==> config.mk <==
export PLATFORM = sky130hd
export DESIGN_NAME = sem_host
export DESIGN_NICKNAME = d
export VERILOG_FILES = /design/src/sem_pkg.sv /design/src/sem_host.sv /design/src/sem_pin_sync.sv
export SDC_FILE = /design/constraint.sdc
export NUM_CORES = 1
export LEC_CHECK = 0
export BUFFER_PORTS_ARGS = -buffer_cell sky130_fd_sc_hd__clkbuf_2
export CAP_MARGIN = 10
export CORE_AREA = 2 2 62 108
export DETAILED_ROUTE_END_ITERATION = 10
export DIE_AREA = 0 0 64 110
export GPL_ROUTABILITY_DRIVEN = 0
export HOLD_SLACK_MARGIN = 0.05
export PLACE_DENSITY = 0.7
export SYNTH_ARGS = -nofsm -noshare
export SYNTH_HDL_FRONTEND = slang
export SYNTH_SLANG_ARGS = --single-unit
==> constraint.sdc <==
create_clock -name clk_sys_i -period 0.9 [get_ports clk_sys_i]
set_input_delay 0.045 -clock clk_sys_i [delete_from_list [all_inputs] [get_ports clk_sys_i]]
set_output_delay 0.045 -clock clk_sys_i [all_outputs]
set_load 0.1 [all_outputs]
==> src/sem_pkg.sv <==
// Shared constants and carrier types for the semaphore port controller.
// Assumes one 25 MHz system clock and one port of a dual-port semaphore part.
package sem_pkg;
   // ****************************************************************
   // Clock and timing
   // ****************************************************************
   localparam int unsigned CLK_PERIOD_NS = 40; // 25 MHz system clock
   localparam int unsigned T_WR_PULSE_NS = 80; // Least write strobe width
   localparam int unsigned T_RD_ACC_NS = 120; // Least read access time
   localparam int unsigned T_GAP_NS = 40; // Least deselect between accesses
   localparam int unsigned SYNC_STAGES = 3; // Pin input flops
   // Least times round up to whole cycles
   localparam int unsigned WR_CYC =
      (T_WR_PULSE_NS + CLK_PERIOD_NS - 1) / CLK_PERIOD_NS;
   localparam int unsigned RD_CYC =
      (T_RD_ACC_NS + CLK_PERIOD_NS - 1) / CLK_PERIOD_NS + SYNC_STAGES;
   localparam int unsigned GAP_CYC =
      (T_GAP_NS + CLK_PERIOD_NS - 1) / CLK_PERIOD_NS;

   // ****************************************************************
   // Flag space and reset values
   // ****************************************************************
   localparam int unsigned FLAG_COUNT = 8; // Number of semaphore flags
   localparam int unsigned INDEX_W = 3; // Flag index width
   localparam logic [INDEX_W-1:0] INDEX_LAST = 3'h7; // Highest flag index
   localparam logic FLAG_REQUEST = 1'b0; // Zero requests the token
   localparam logic FLAG_RELEASE = 1'b1; // One releases the token
   localparam int unsigned MAX_POLL_DEF = 4; // Re-reads before withdrawing

   // ****************************************************************
   // Commands, states, carriers
   // ****************************************************************
   typedef enum logic [1:0]
   {
      OP_ACQUIRE = 2'h0, // Write zero, read back, poll or withdraw
      OP_RELEASE = 2'h1, // Write one
      OP_READ = 2'h2, // Plain read of one flag
      OP_INIT = 2'h3 // Write one into all eight flags
   } op_type;

   typedef enum logic [4:0]
   {
      ST_IDLE = 5'h01,
      ST_WRITE = 5'h02,
      ST_READ = 5'h04,
      ST_GAP = 5'h08,
      ST_DONE = 5'h10
   } state_type;

   typedef struct packed
   {
      op_type op; // Requested operation
      logic [INDEX_W-1:0] flag_index; // Flag addressed
   } cmd_type;

   typedef struct packed
   {
      logic array_select_n; // Memory array select, held high
      logic semaphore_select_n; // Semaphore space select
      logic out_en_n; // Output drive enable
      logic write_n; // Write strobe
      logic data0; // Written value on the lowest data bit
      logic data0_oe; // High while we drive the lowest data bit
   } pins_type;

   localparam pins_type PINS_IDLE = '{1'b1, 1'b1, 1'b1, 1'b1, 1'b1, 1'b0};
endpackage
==> src/sem_host.sv <==
// Controller for one port of a dual-port semaphore part.
// Assumes a user issues one command at a time on a valid/ready port and the
// other port is driven by an independent party.
`timescale 1ns/1ps
`default_nettype none
// Contract
// - Select low, then SRAM-style address and strobes
// - Hold array select high during semaphore access
// - Deselect between successive polling reads
// - Write zero first, then read back
// - After failure re-read or write one
// - Software writes one into all flags initially
module sem_host
   import sem_pkg::*;
#(
   parameter int unsigned ADDR_W = 13,
   parameter int unsigned DATA_W = 18,
   parameter int unsigned MAX_POLL = MAX_POLL_DEF
)
(
   input wire logic clk_sys_i,
   input wire logic nrst_i,
   input wire logic cmd_valid_i,
   input wire cmd_type cmd_i,
   output logic cmd_ready_o,
   output logic done_o,
   output logic granted_o,
   output logic flag_o,
   output logic array_select_n_o,
   output logic semaphore_select_n_o,
   output logic out_en_n_o,
   output logic write_n_o,
   output logic [ADDR_W-1:0] addr_o,
   output logic [DATA_W-1:0] data_o,
   output logic [DATA_W-1:0] data_oe_o,
   input wire logic [DATA_W-1:0] data_i
);
   // ****************************************************************
   // Reset release
   // ****************************************************************
   logic rst_a_q; // First reset flop
   logic rst_n; // Synchronised reset used everywhere
   always_ff @(posedge clk_sys_i or negedge nrst_i)
   begin
      if (!nrst_i)
      begin
         rst_a_q <= 1'b0;
         rst_n <= 1'b0;
      end
      else
      begin
         rst_a_q <= 1'b1;
         rst_n <= rst_a_q;
      end
   end

   // ****************************************************************
   // Data pin synchroniser
   // ****************************************************************
   logic [DATA_W-1:0] data_st; // Filtered data pins
   sem_pin_sync #(.WIDTH(DATA_W)) u_sync
   (
      .clk_sys_i(clk_sys_i),
      .rst_n_i(rst_n),
      .pin_i(data_i),
      .stable_o(data_st)
   );

   // ****************************************************************
   // Sequencer state
   // ****************************************************************
   state_type state_q, state_d; // Access sequencer
   logic [3:0] cnt_q, cnt_d; // Cycles spent in a phase
   op_type op_q, op_d; // Command being served
   logic [INDEX_W-1:0] idx_q, idx_d; // Flag under access
   logic [3:0] polls_q, polls_d; // Re-reads done after a failed request
   logic last_rd_q, last_rd_d; // Last access was a read
   logic wr_val_q, wr_val_d; // Value written on the lowest data bit
   logic flag_q, flag_d; // Last flag value read
   logic granted_q, granted_d; // Acquire outcome
   logic done_q, done_d; // One-cycle completion pulse
   logic ready_q, ready_d; // Command port ready
   pins_type pins_q, pins_d; // Registered pin drive

   // Next-state computation
   always_comb
   begin
      state_d = state_q;
      cnt_d = cnt_q + 4'h1;
      op_d = op_q;
      idx_d = idx_q;
      polls_d = polls_q;
      last_rd_d = last_rd_q;
      wr_val_d = wr_val_q;
      flag_d = flag_q;
      granted_d = granted_q;
      done_d = 1'b0;
      unique case (state_q)
         ST_IDLE:
         begin
            cnt_d = 4'h0;
            if (cmd_valid_i && ready_q)
            begin
               op_d = cmd_i.op;
               idx_d = cmd_i.flag_index;
               polls_d = 4'h0;
               granted_d = 1'b0;
               if (cmd_i.op == OP_READ)
               begin
                  state_d = ST_READ;
               end
               else if (cmd_i.op == OP_ACQUIRE)
               begin
                  // Write first, never read first
                  wr_val_d = FLAG_REQUEST;
                  state_d = ST_WRITE;
               end
               else
               begin
                  wr_val_d = FLAG_RELEASE;
                  if (cmd_i.op == OP_INIT)
                  begin
                     idx_d = '0; // Start init sweep at flag zero
                  end
                  state_d = ST_WRITE;
               end
            end
         end
         ST_WRITE:
         begin
            if (cnt_q == 4'(WR_CYC - 1))
            begin
               last_rd_d = 1'b0;
               cnt_d = 4'h0;
               state_d = ST_GAP;
            end
         end
         ST_READ:
         begin
            // Sample after access time plus pin latency
            if (cnt_q == 4'(RD_CYC - 1))
            begin
               flag_d = data_st[0];
               last_rd_d = 1'b1;
               cnt_d = 4'h0;
               state_d = ST_GAP;
            end
         end
         ST_GAP:
         begin
            // Deselected so the next read relatches the flag
            if (cnt_q == 4'(GAP_CYC - 1))
            begin
               cnt_d = 4'h0;
               state_d = ST_DONE;
               if (op_q == OP_INIT && idx_q != INDEX_LAST)
               begin
                  idx_d = idx_q + 3'h1; // Next flag of sweep
                  state_d = ST_WRITE;
               end
               else if (op_q == OP_ACQUIRE && !last_rd_q &&
                        wr_val_q == FLAG_REQUEST)
               begin
                  state_d = ST_READ; // Read back the request
               end
               else if (op_q == OP_ACQUIRE && last_rd_q)
               begin
                  if (flag_q == FLAG_REQUEST)
                  begin
                     granted_d = 1'b1; // Zero read back: we hold it
                  end
                  else if (polls_q < 4'(MAX_POLL))
                  begin
                     polls_d = polls_q + 4'h1; // Keep polling
                     state_d = ST_READ;
                  end
                  else
                  begin
                     // Withdraw the pending request
                     wr_val_d = FLAG_RELEASE;
                     state_d = ST_WRITE;
                  end
               end
            end
         end
         ST_DONE:
         begin
            done_d = 1'b1;
            cnt_d = 4'h0;
            state_d = ST_IDLE;
         end
      endcase
      ready_d = (state_d == ST_IDLE); // Never waits on a held request
      // Pin drive follows the next state so pins come from flops
      pins_d = PINS_IDLE; // Both selects high: standby
      if (state_d == ST_WRITE)
      begin
         pins_d.semaphore_select_n = 1'b0;
         pins_d.write_n = 1'b0;
         pins_d.data0 = wr_val_d;
         pins_d.data0_oe = 1'b1;
      end
      else if (state_d == ST_READ)
      begin
         pins_d.semaphore_select_n = 1'b0;
         pins_d.out_en_n = 1'b0;
      end
   end

   // Register the sequencer
   always_ff @(posedge clk_sys_i or negedge rst_n)
   begin
      if (!rst_n)
      begin
         state_q <= ST_IDLE;
         cnt_q <= 4'h0;
         op_q <= OP_READ;
         idx_q <= '0;
         polls_q <= 4'h0;
         last_rd_q <= 1'b0;
         wr_val_q <= 1'b1;
         flag_q <= 1'b1;
         granted_q <= 1'b0;
         done_q <= 1'b0;
         ready_q <= 1'b0;
         pins_q <= PINS_IDLE;
      end
      else
      begin
         state_q <= state_d;
         cnt_q <= cnt_d;
         op_q <= op_d;
         idx_q <= idx_d;
         polls_q <= polls_d;
         last_rd_q <= last_rd_d;
         wr_val_q <= wr_val_d;
         flag_q <= flag_d;
         granted_q <= granted_d;
         done_q <= done_d;
         ready_q <= ready_d;
         pins_q <= pins_d;
      end
   end

   // ****************************************************************
   // Outputs
   // ****************************************************************
   // Upper address held at zero; the part ignores it anyway
   assign addr_o = {{(ADDR_W-INDEX_W){1'b0}}, idx_q};
   assign data_o = {{(DATA_W-1){1'b1}}, pins_q.data0};
   assign data_oe_o = {{(DATA_W-1){1'b0}}, pins_q.data0_oe};
   assign array_select_n_o = pins_q.array_select_n;
   assign semaphore_select_n_o = pins_q.semaphore_select_n;
   assign out_en_n_o = pins_q.out_en_n;
   assign write_n_o = pins_q.write_n;
   assign cmd_ready_o = ready_q;
   assign done_o = done_q;
   assign granted_o = granted_q;
   assign flag_o = flag_q;

   // ****************************************************************
   // Assertions
   // ****************************************************************
   logic [3:0] wr_len_q; // Helper: length of current write strobe
   always_ff @(posedge clk_sys_i or negedge rst_n)
   begin
      if (!rst_n)
      begin
         wr_len_q <= 4'h0;
      end
      else
      begin
         wr_len_q <= write_n_o ? 4'h0 : wr_len_q + 4'h1;
      end
   end
endmodule
`default_nettype wire

==> src/sem_pin_sync.sv <==
// Three-flop synchroniser for a group of pin inputs.
// Assumes the pins are asynchronous to clk_sys_i; a bit changes only once
// the second and third flops agree.
`timescale 1ns/1ps
`default_nettype none
module sem_pin_sync
#(
   parameter int unsigned WIDTH = 18
)
(
   input wire logic clk_sys_i,
   input wire logic rst_n_i,
   input wire logic [WIDTH-1:0] pin_i,
   output logic [WIDTH-1:0] stable_o
);
   // ****************************************************************
   // Per-bit flop chain
   // ****************************************************************
   genvar b;
   generate
      for (b = 0; b < WIDTH; b = b + 1)
      begin : g_bit
         logic s1_q; // First flop, read only by the second
         logic s2_q;
         logic s3_q;
         logic st_q; // Filtered value
         logic st_d;
         // Accept a change only when two late stages agree
         always_comb
         begin
            st_d = st_q;
            if (s2_q == s3_q)
            begin
               st_d = s3_q;
            end
         end
         // Register the chain
         always_ff @(posedge clk_sys_i or negedge rst_n_i)
         begin
            if (!rst_n_i)
            begin
               s1_q <= 1'b1;
               s2_q <= 1'b1;
               s3_q <= 1'b1;
               st_q <= 1'b1;
            end
            else
            begin
               s1_q <= pin_i[b];
               s2_q <= s1_q;
               s3_q <= s2_q;
               st_q <= st_d;
            end
         end
         assign stable_o[b] = st_q;
      end
   endgenerate
endmodule
`default_nettype wire

==> results of run 1 <==
layout by cell type, fill, tap and decap left out, types with 3 or more instances in the layout:
cell type	synthesis	final
a21o_1	3	3
nand4_1	3	3
dlygate4sd3_1	0	3
inv_1	6	3
nor2_1	15	12
clkbuf_2	0	8
ha_4	0	3
buf_6	1	21
or3b_4	0	3
buf_4	45	50
nand2_1	15	10
a21oi_1	6	4
dfstp_2	12	11
nand3_1	5	4
dfrtp_2	0	6
nor2_2	0	3
buf_12	0	13
ha_1	6	3
dfrtp_1	23	15
conb_1	2	46
nand2_2	0	4
clkbuf_8	0	7
Yosys cell counts, types with 2 or more instances:
cell	count	area, sq um
a21oi_1	6	30.0
inv_1	6	22.5
mux2_2	2	22.5
and4b_1	2	20.0
a21o_1	3	22.5
nor4_1	2	12.5
ha_1	6	75.1
nand4_1	3	18.8
nor3_1	4	20.0
or2b_2	2	17.5
nor2b_1	2	12.5
buf_2	2	10.0
nand3_1	5	25.0
nand2_1	15	56.3
and2b_2	2	17.5
and2_1	2	12.5
o21ai_0	8	40.0
a31oi_1	3	18.8
or3b_2	2	17.5
nand2b_1	2	12.5
and3_1	2	12.5
conb_1	2	7.51
nand3b_1	2	15.0
dfstp_2	12	315
nor2_1	15	56.3
buf_4	45	338
dfrtp_1	23	576
power by group through the flow:
stage	Sequential, uW	Combinational (uW)	Clock [uW]
CTS	1610	901	1270
detailed placement	1640	890	0
floorplan	1650	977	0
global placement	1640	889	0
finish	1610	903	1260
global route	1610	922	1370
per-stage QoR:
stage / std cells / instance area (sq um)
final: 388 / 3310
after global routing: 388 / 3310
after CTS: 378 / 3160
after detailed placement: 357 / 2790
after global placement: 357 / 2790
after floorplan: 253 / 2380
final cells by class:
cell class,count,area [sq um]
clock buffers,8,100
fillers,499,2830
inverters,6,25.0
multi-input cells,164,1230
flip-flops and latches,35,910
well taps,80,100
repair buffers,95,942
per-layer routing:
layer	global-route usage	share of wire	vias up
met5	0	0	-
met3	0.0254	0.041	14
li1	-	-	831
met2	0.283	0.57	71
met4	0.113	0.041	0
met1	0.140	0.35	861
state kept, by name (all words and copies together), names as in the netlist, 2 cells and up:
| register | cells |
|---|---|
| state_q | 5 |
| idx_q | 3 |
| cnt_q | 4 |
| op_q | 2 |
| polls_q | 4 |
timing repair:
item	CTS	global route
endpoints found under the setup margin	41	41
hold endpoints to repair	4	0
hold buffers	3	0
buffers inserted	10	13
gates resized for setup	42	19
pin swaps	17	10
logic make-up after synthesis:
| family | count (synthesis) |
|---|---|
| AO/OA/AOI/OAI | 32 |
| XOR/XNOR | 2 |
| adder cells (fa/ha/maj) | 7 |
| buffers and inverters | 54 |
| flip-flops | 35 |
| multiplexers | 2 |
| other | 2 |
| AND/OR/NAND/NOR | 75 |
how the worst max path moves through the flow:
| stage | end | cells after the start | slack, ns |
|---|---|---|---|
| floorplan | cmd_ready_o$_DFF_PN0_ | 7 | -1.12 |
| global placement | cmd_ready_o$_DFF_PN0_ | 5 | -1.02 |
| detailed placement | cmd_ready_o$_DFF_PN0_ | 5 | -1.07 |
| CTS | data_o[0]$_DFF_PN1_ | 8 | -1.04 |
| global route | cmd_ready_o$_DFF_PN0_ | 8 | -1.17 |
| finish | cmd_ready_o$_DFF_PN0_ | 8 | -1.10 |
==> reports/summary.txt, run 1 <==
Worst r2r dst = cmd_ready_o$_DFF_PN0_
ANT nets after route = 0
Gate Count Post-Synth = 209
Hold Crit Class = input port to async pin
PortBufs = 20
Distinct cell type count of the synthesized netlist = 56
TritonCTS buffer count = 5
XOR/XNOR share of the synthesized area = 0.00841
Simple-gate share of the synthesized area = 0.215
Layout cells sized above 1 = 0.558
Initial antenna violation count = 0
Comb pwr share = 0.240
DR WL/cell = 13.3 um
Post-synth top flop = dfrtp_1
Gr usage total = 0.150
Reg power frac = 0.427
Startpoint types = flop
RSZ-0062 raised after global routing = yes
Power, Total = 3770 uW
Setup crit end kind = flop
Reg-to-reg setup timing slack = -1.10 ns
Die width = 64 um
Initial Util = 0.339
Clock sinks = 35
Switching share of power = 0.379
Number of diodes = 0
Ys async rst share = 1.00
Final number of setup-violating endpoints = 41
First-pass GRT wire length = 7820 um
Hold_ws = 0.0643 ns
Slew Limit Fails = 0
Internal = 2340 uW
Clock transition at path regs = 0.08 ns
Fin Setup TNS = -27.32 ns
Synth Area in Compound Gates = 0.111
Largest family of logic cells by synthesized area = simple AND/OR/NAND/NOR gates
CTS Root Cell = clkbuf_8
Maximum vdd drop = 1.11 mV
Final min period = 2.00 ns
Mapped Area = 0.00208 sq mm
Die area = 0.00704 sq mm
Final hold vios = 0
Arrival time of the worst setup path = 2.22 ns
Synth warn = 0
WS Path Type = flop to flop
CP Cell Sequence = ha_4 -> ha_4 -> nand3b_1 -> nand4_1 -> buf_4 -> o21ai_4 -> nor3b_4 -> and4b_1
Synth-to-layout area growth = 58.8%
#FFs+latches synth = 35
RR Startpoint = idx_q[0]$_DFFE_PN0P_
Core area = 0.00613 sq mm
FF-to-FF path depth = 8
Sequential area share after synthesis = 0.428
Vias in the first global route = 1,705
Violated checks = setup timing
CP peak stage delay = 0.50 ns
Via density = 4.58
Worst Path Max Fanout = 5
Clock Latency Late Sink = 0.30 ns
Die Ht = 110 um
WP buf/inv = 1
# IOs = 83
DRC = 0
CP required = 1.12 ns
Worst path most repeated cell = ha_4
Delay-heaviest family, CP = simple AND/OR/NAND/NOR gates
Drt initial violations = 77
CTS tree = done
Largest net degree at the start of global routing = 28
CP max stage cell = dfrtp_4
Achievable frequency = 499 MHz
Post-place setup slack = -1.07 ns
Sw Pwr = 1430 uW
Initial DRT Pass Iterations = 4
Synth Area in Adders = 0.0409
Detailed placement HPWL = 3700 um
Grt total ovfl = 0
Mux contribution to synthesized area = 0.0108
Nets = 339
Final period util = 2.23
PwrDens = 1140 mW/mm^2
Outcome = complete, but fails checks
H-Tree Depth = 2
Row count = 38
Final core occ = 0.539
Aggregate routed wire length = 5160 um
Final Skew = 0.0116 ns
Clock group share of total power = 0.333
CP startpoint = idx_q[0]$_DFFE_PN0P_
Number of synthesized flops with an enable pin = 0
Max_cap viols = 0
Min setup slack post-route = -1.10 ns
CTS Buffer Depth = 2
Vias = 1,777
Syn_area_per_cell = 9.96 sq um
Leakage = 0.00153 uW
No activity file was read; power rests on OpenSTA's default activity.
==> run 2: changes to the inputs <==
--- a/config.mk
+++ b/config.mk
@@ -12,7 +12,6 @@
 export DIE_AREA = 0 0 64 110
 export GPL_ROUTABILITY_DRIVEN = 0
 export HOLD_SLACK_MARGIN = 0.05
-export PLACE_DENSITY = 0.7
 export SYNTH_ARGS = -nofsm -noshare
 export SYNTH_HDL_FRONTEND = slang
 export SYNTH_SLANG_ARGS = --single-unit
==> constraint.sdc (replaced) <==
create_clock -name clk_sys_i -period 0.9 [get_ports clk_sys_i]
set_input_delay 0.045 -clock clk_sys_i [delete_from_list [all_inputs] [get_ports clk_sys_i]]
set_output_delay 0.045 -clock clk_sys_i [all_outputs]
set_load 0.05 [all_outputs]
==> run 2 against run 1 <==
  * The flow still finishes with violations (setup timing)
  * Hold slack gained 0.0044 ns
  * Critical path type unchanged
  * Largest cell class unchanged
  * Design area shrank 1.9%
  * First-iteration DRC count shrank 23%
  * Sequential share of layout area grew 0.096 points
  * Die area is the same
  * Sequential power is essentially flat
  * Power shrank 15%
  * Highest routed layer unchanged
  * Critical path depth shrank 3
==> reports/summary.txt, run 2 (synthesis gave the netlist of run 1 again) <==
Setup crit end kind = flop
CTS Buffer Depth = 2 (unchanged)
DR WL/cell = 13.1 um (-1.5%)
Final min period = 1.89 ns (-0.109 ns)
Filler Cells Inserted = 544 (+9.0%)
Row count = 38 (unchanged)
Aggregate routed wire length = 5000 um (-3.1%)
Final Skew = 0.0138 ns (+0.00219 ns)
Nets = 333 (-1.8%)
Detailed placement HPWL = 3750 um (+1.4%)
Startpoint types = flop
Layout cells sized above 1 = 0.543 (-0.0154)
Initial antenna violation count = 0 (unchanged)
H-Tree Depth = 2 (unchanged)
Reg-to-reg setup timing slack = -0.99 ns (+0.11 ns)
Grt total ovfl = 0 (unchanged)
Initial Util = 0.339 (unchanged)
Die width = 64 um (unchanged)
# IOs = 83 (unchanged)
Top Registers = state_q (5), cnt_q (4), polls_q (4)
Clock sinks = 35 (unchanged)
Final number of setup-violating endpoints = 38 (-7.3%)
Outcome = complete, but fails checks
Drt initial violations = 59 (-23%)
Hold Crit Class = input port to async pin
Die area = 0.00704 sq mm (unchanged)
Die Ht = 110 um (unchanged)
DRC = 0 (unchanged)
Synth-to-layout area growth = 55.8%
Final period util = 2.10 (-0.121)
Worst Path Max Fanout = 6 (+1)
Clock Latency Late Sink = 0.29 ns (about the same)
Clock transition at path regs = 0.07 ns (about the same)
PortBufs = 20 (unchanged)
Largest net degree at the start of global routing = 24 (-14%)
Min setup slack post-route = -0.993 ns (+0.109 ns)
Via density = 4.55 (-0.60%)
Violated checks = setup timing
PwrDens = 994 mW/mm^2 (-13%)
Commonest non-fill, non-tap cell in the layout = buf_4
RSZ-0062 raised after global routing = yes
Slew Limit Fails = 0 (unchanged)
WS Path Type = flop to flop
CTS Root Cell = clkbuf_8
CTS tree = done
Achievable frequency = 528 MHz (+5.8%)
Most frequent cells in the layout = 48 x buf_4, 46 x conb_1, 19 x dfrtp_1
Gr usage total = 0.157 (+0.00756)
First-pass GRT wire length = 8290 um (+6.0%)
Leakage = 0.00150 uW (-1.6%)
Initial DRT Pass Iterations = 4 (unchanged)
Vias in the first global route = 1,729 (+1.4%)
Core area = 0.00613 sq mm (unchanged)
TritonCTS buffer count = 5 (unchanged)
Max_cap viols = 0 (unchanged)
Max FFs per register = 5 (unchanged)
Maximum vdd drop = 0.531 mV (-52%)
Vias = 1,739 (-2.1%)
Post-place setup slack = -1.03 ns (+0.0457 ns)
Power, Total = 3220 uW (-15%)
Number of diodes = 0 (unchanged)
Largest Register = state_q
Final hold vios = 0 (unchanged)
CP required = 1.13 ns (about the same)
Arrival time of the worst setup path = 2.12 ns (-0.10 ns)
ANT nets after route = 0 (unchanged)
run 2: layout make-up:
class	count	area (sq um)	share of cell area
inverter	6	25.0	0.00771
clock inverter	2	12.5	0.00386
tap	80	100	0.0309
sequential	35	896	0.276
multi-input combinational	164	1250	0.386
clock buffer	6	72.6	0.0224
timing repair buffer	89	885	0.273
run 2: worst max-delay path: stages, from the launching register on:
cell and delay [ns]:
dfrtp_1 0.38, or3_4 0.39, or3b_4 0.41, a311oi_2 0.24, o21a_2 0.21, and4b_1 0.19
run 2: report_power, final:
part	internal (uW)	leakage, uW	switching (uW)
clock	540	0.0000412	566
combinational	48.8	0.00106	460
sequential	1600	0.000406	9.44
total	2190	0.00150	1040
run 2: per-stage QoR:
| stage | hold slack (ns) | util | cell area [sq um] | cells | setup TNS (ns) |
|---|---|---|---|---|---|
| 2_1_floorplan | -0.251 | - | 2330 | 253 | -23.61 |
| 3_3_place_gp | -0.169 | 0.431 | 2650 | 365 | -24.61 |
| 3_5_place_dp | -0.167 | 0.431 | 2650 | 365 | -25.17 |
| 5_1_grt | 0.0758 | 0.529 | 3240 | 382 | -27.16 |
| 6_report | 0.0688 | 0.529 | 3240 | 382 | -25.01 |
| 4_1_cts | 0.0629 | 0.514 | 3160 | 379 | -24.96 |
run 2: repair_timing:
item,CTS,global route
pin swaps,19,9
hold endpoints to repair,4,0
setup endpoints to repair,41,40
setup buffers,6,4
gates resized for setup,75,20
hold buffers,3,0
run 2: final timing paths:
check,from,endpoint,depth (start not counted)
min reg2reg,rst_n$_DFF_PN0_,polls_q[0]$_DFFE_PN0P_,1
max reg2reg,state_q[3]$_DFF_PN0_,cmd_ready_o$_DFF_PN0_,5
max in group asynchronous,rst_n$_DFF_PN0_,state_q[0]$_DFF_PN1_,1
max,state_q[3]$_DFF_PN0_,cmd_ready_o$_DFF_PN0_,5
min in group clk_sys_i,cmd_i[4],op_q[1]$_DFFE_PN1P_,4
min,nrst_i,rst_n$_DFF_PN0_,2
run 2: routing by layer:
layer / share of wire / routed length, um / up-vias / track usage
li1: - / - / 824 / -
met2: 0.55 / 2760 / 73 / 0.295
met4: 0.062 / 308 / 0 / 0.121
met1: 0.34 / 1700 / 825 / 0.151
met5: 0 / 0 / - / 0
met3: 0.047 / 233 / 17 / 0.0213
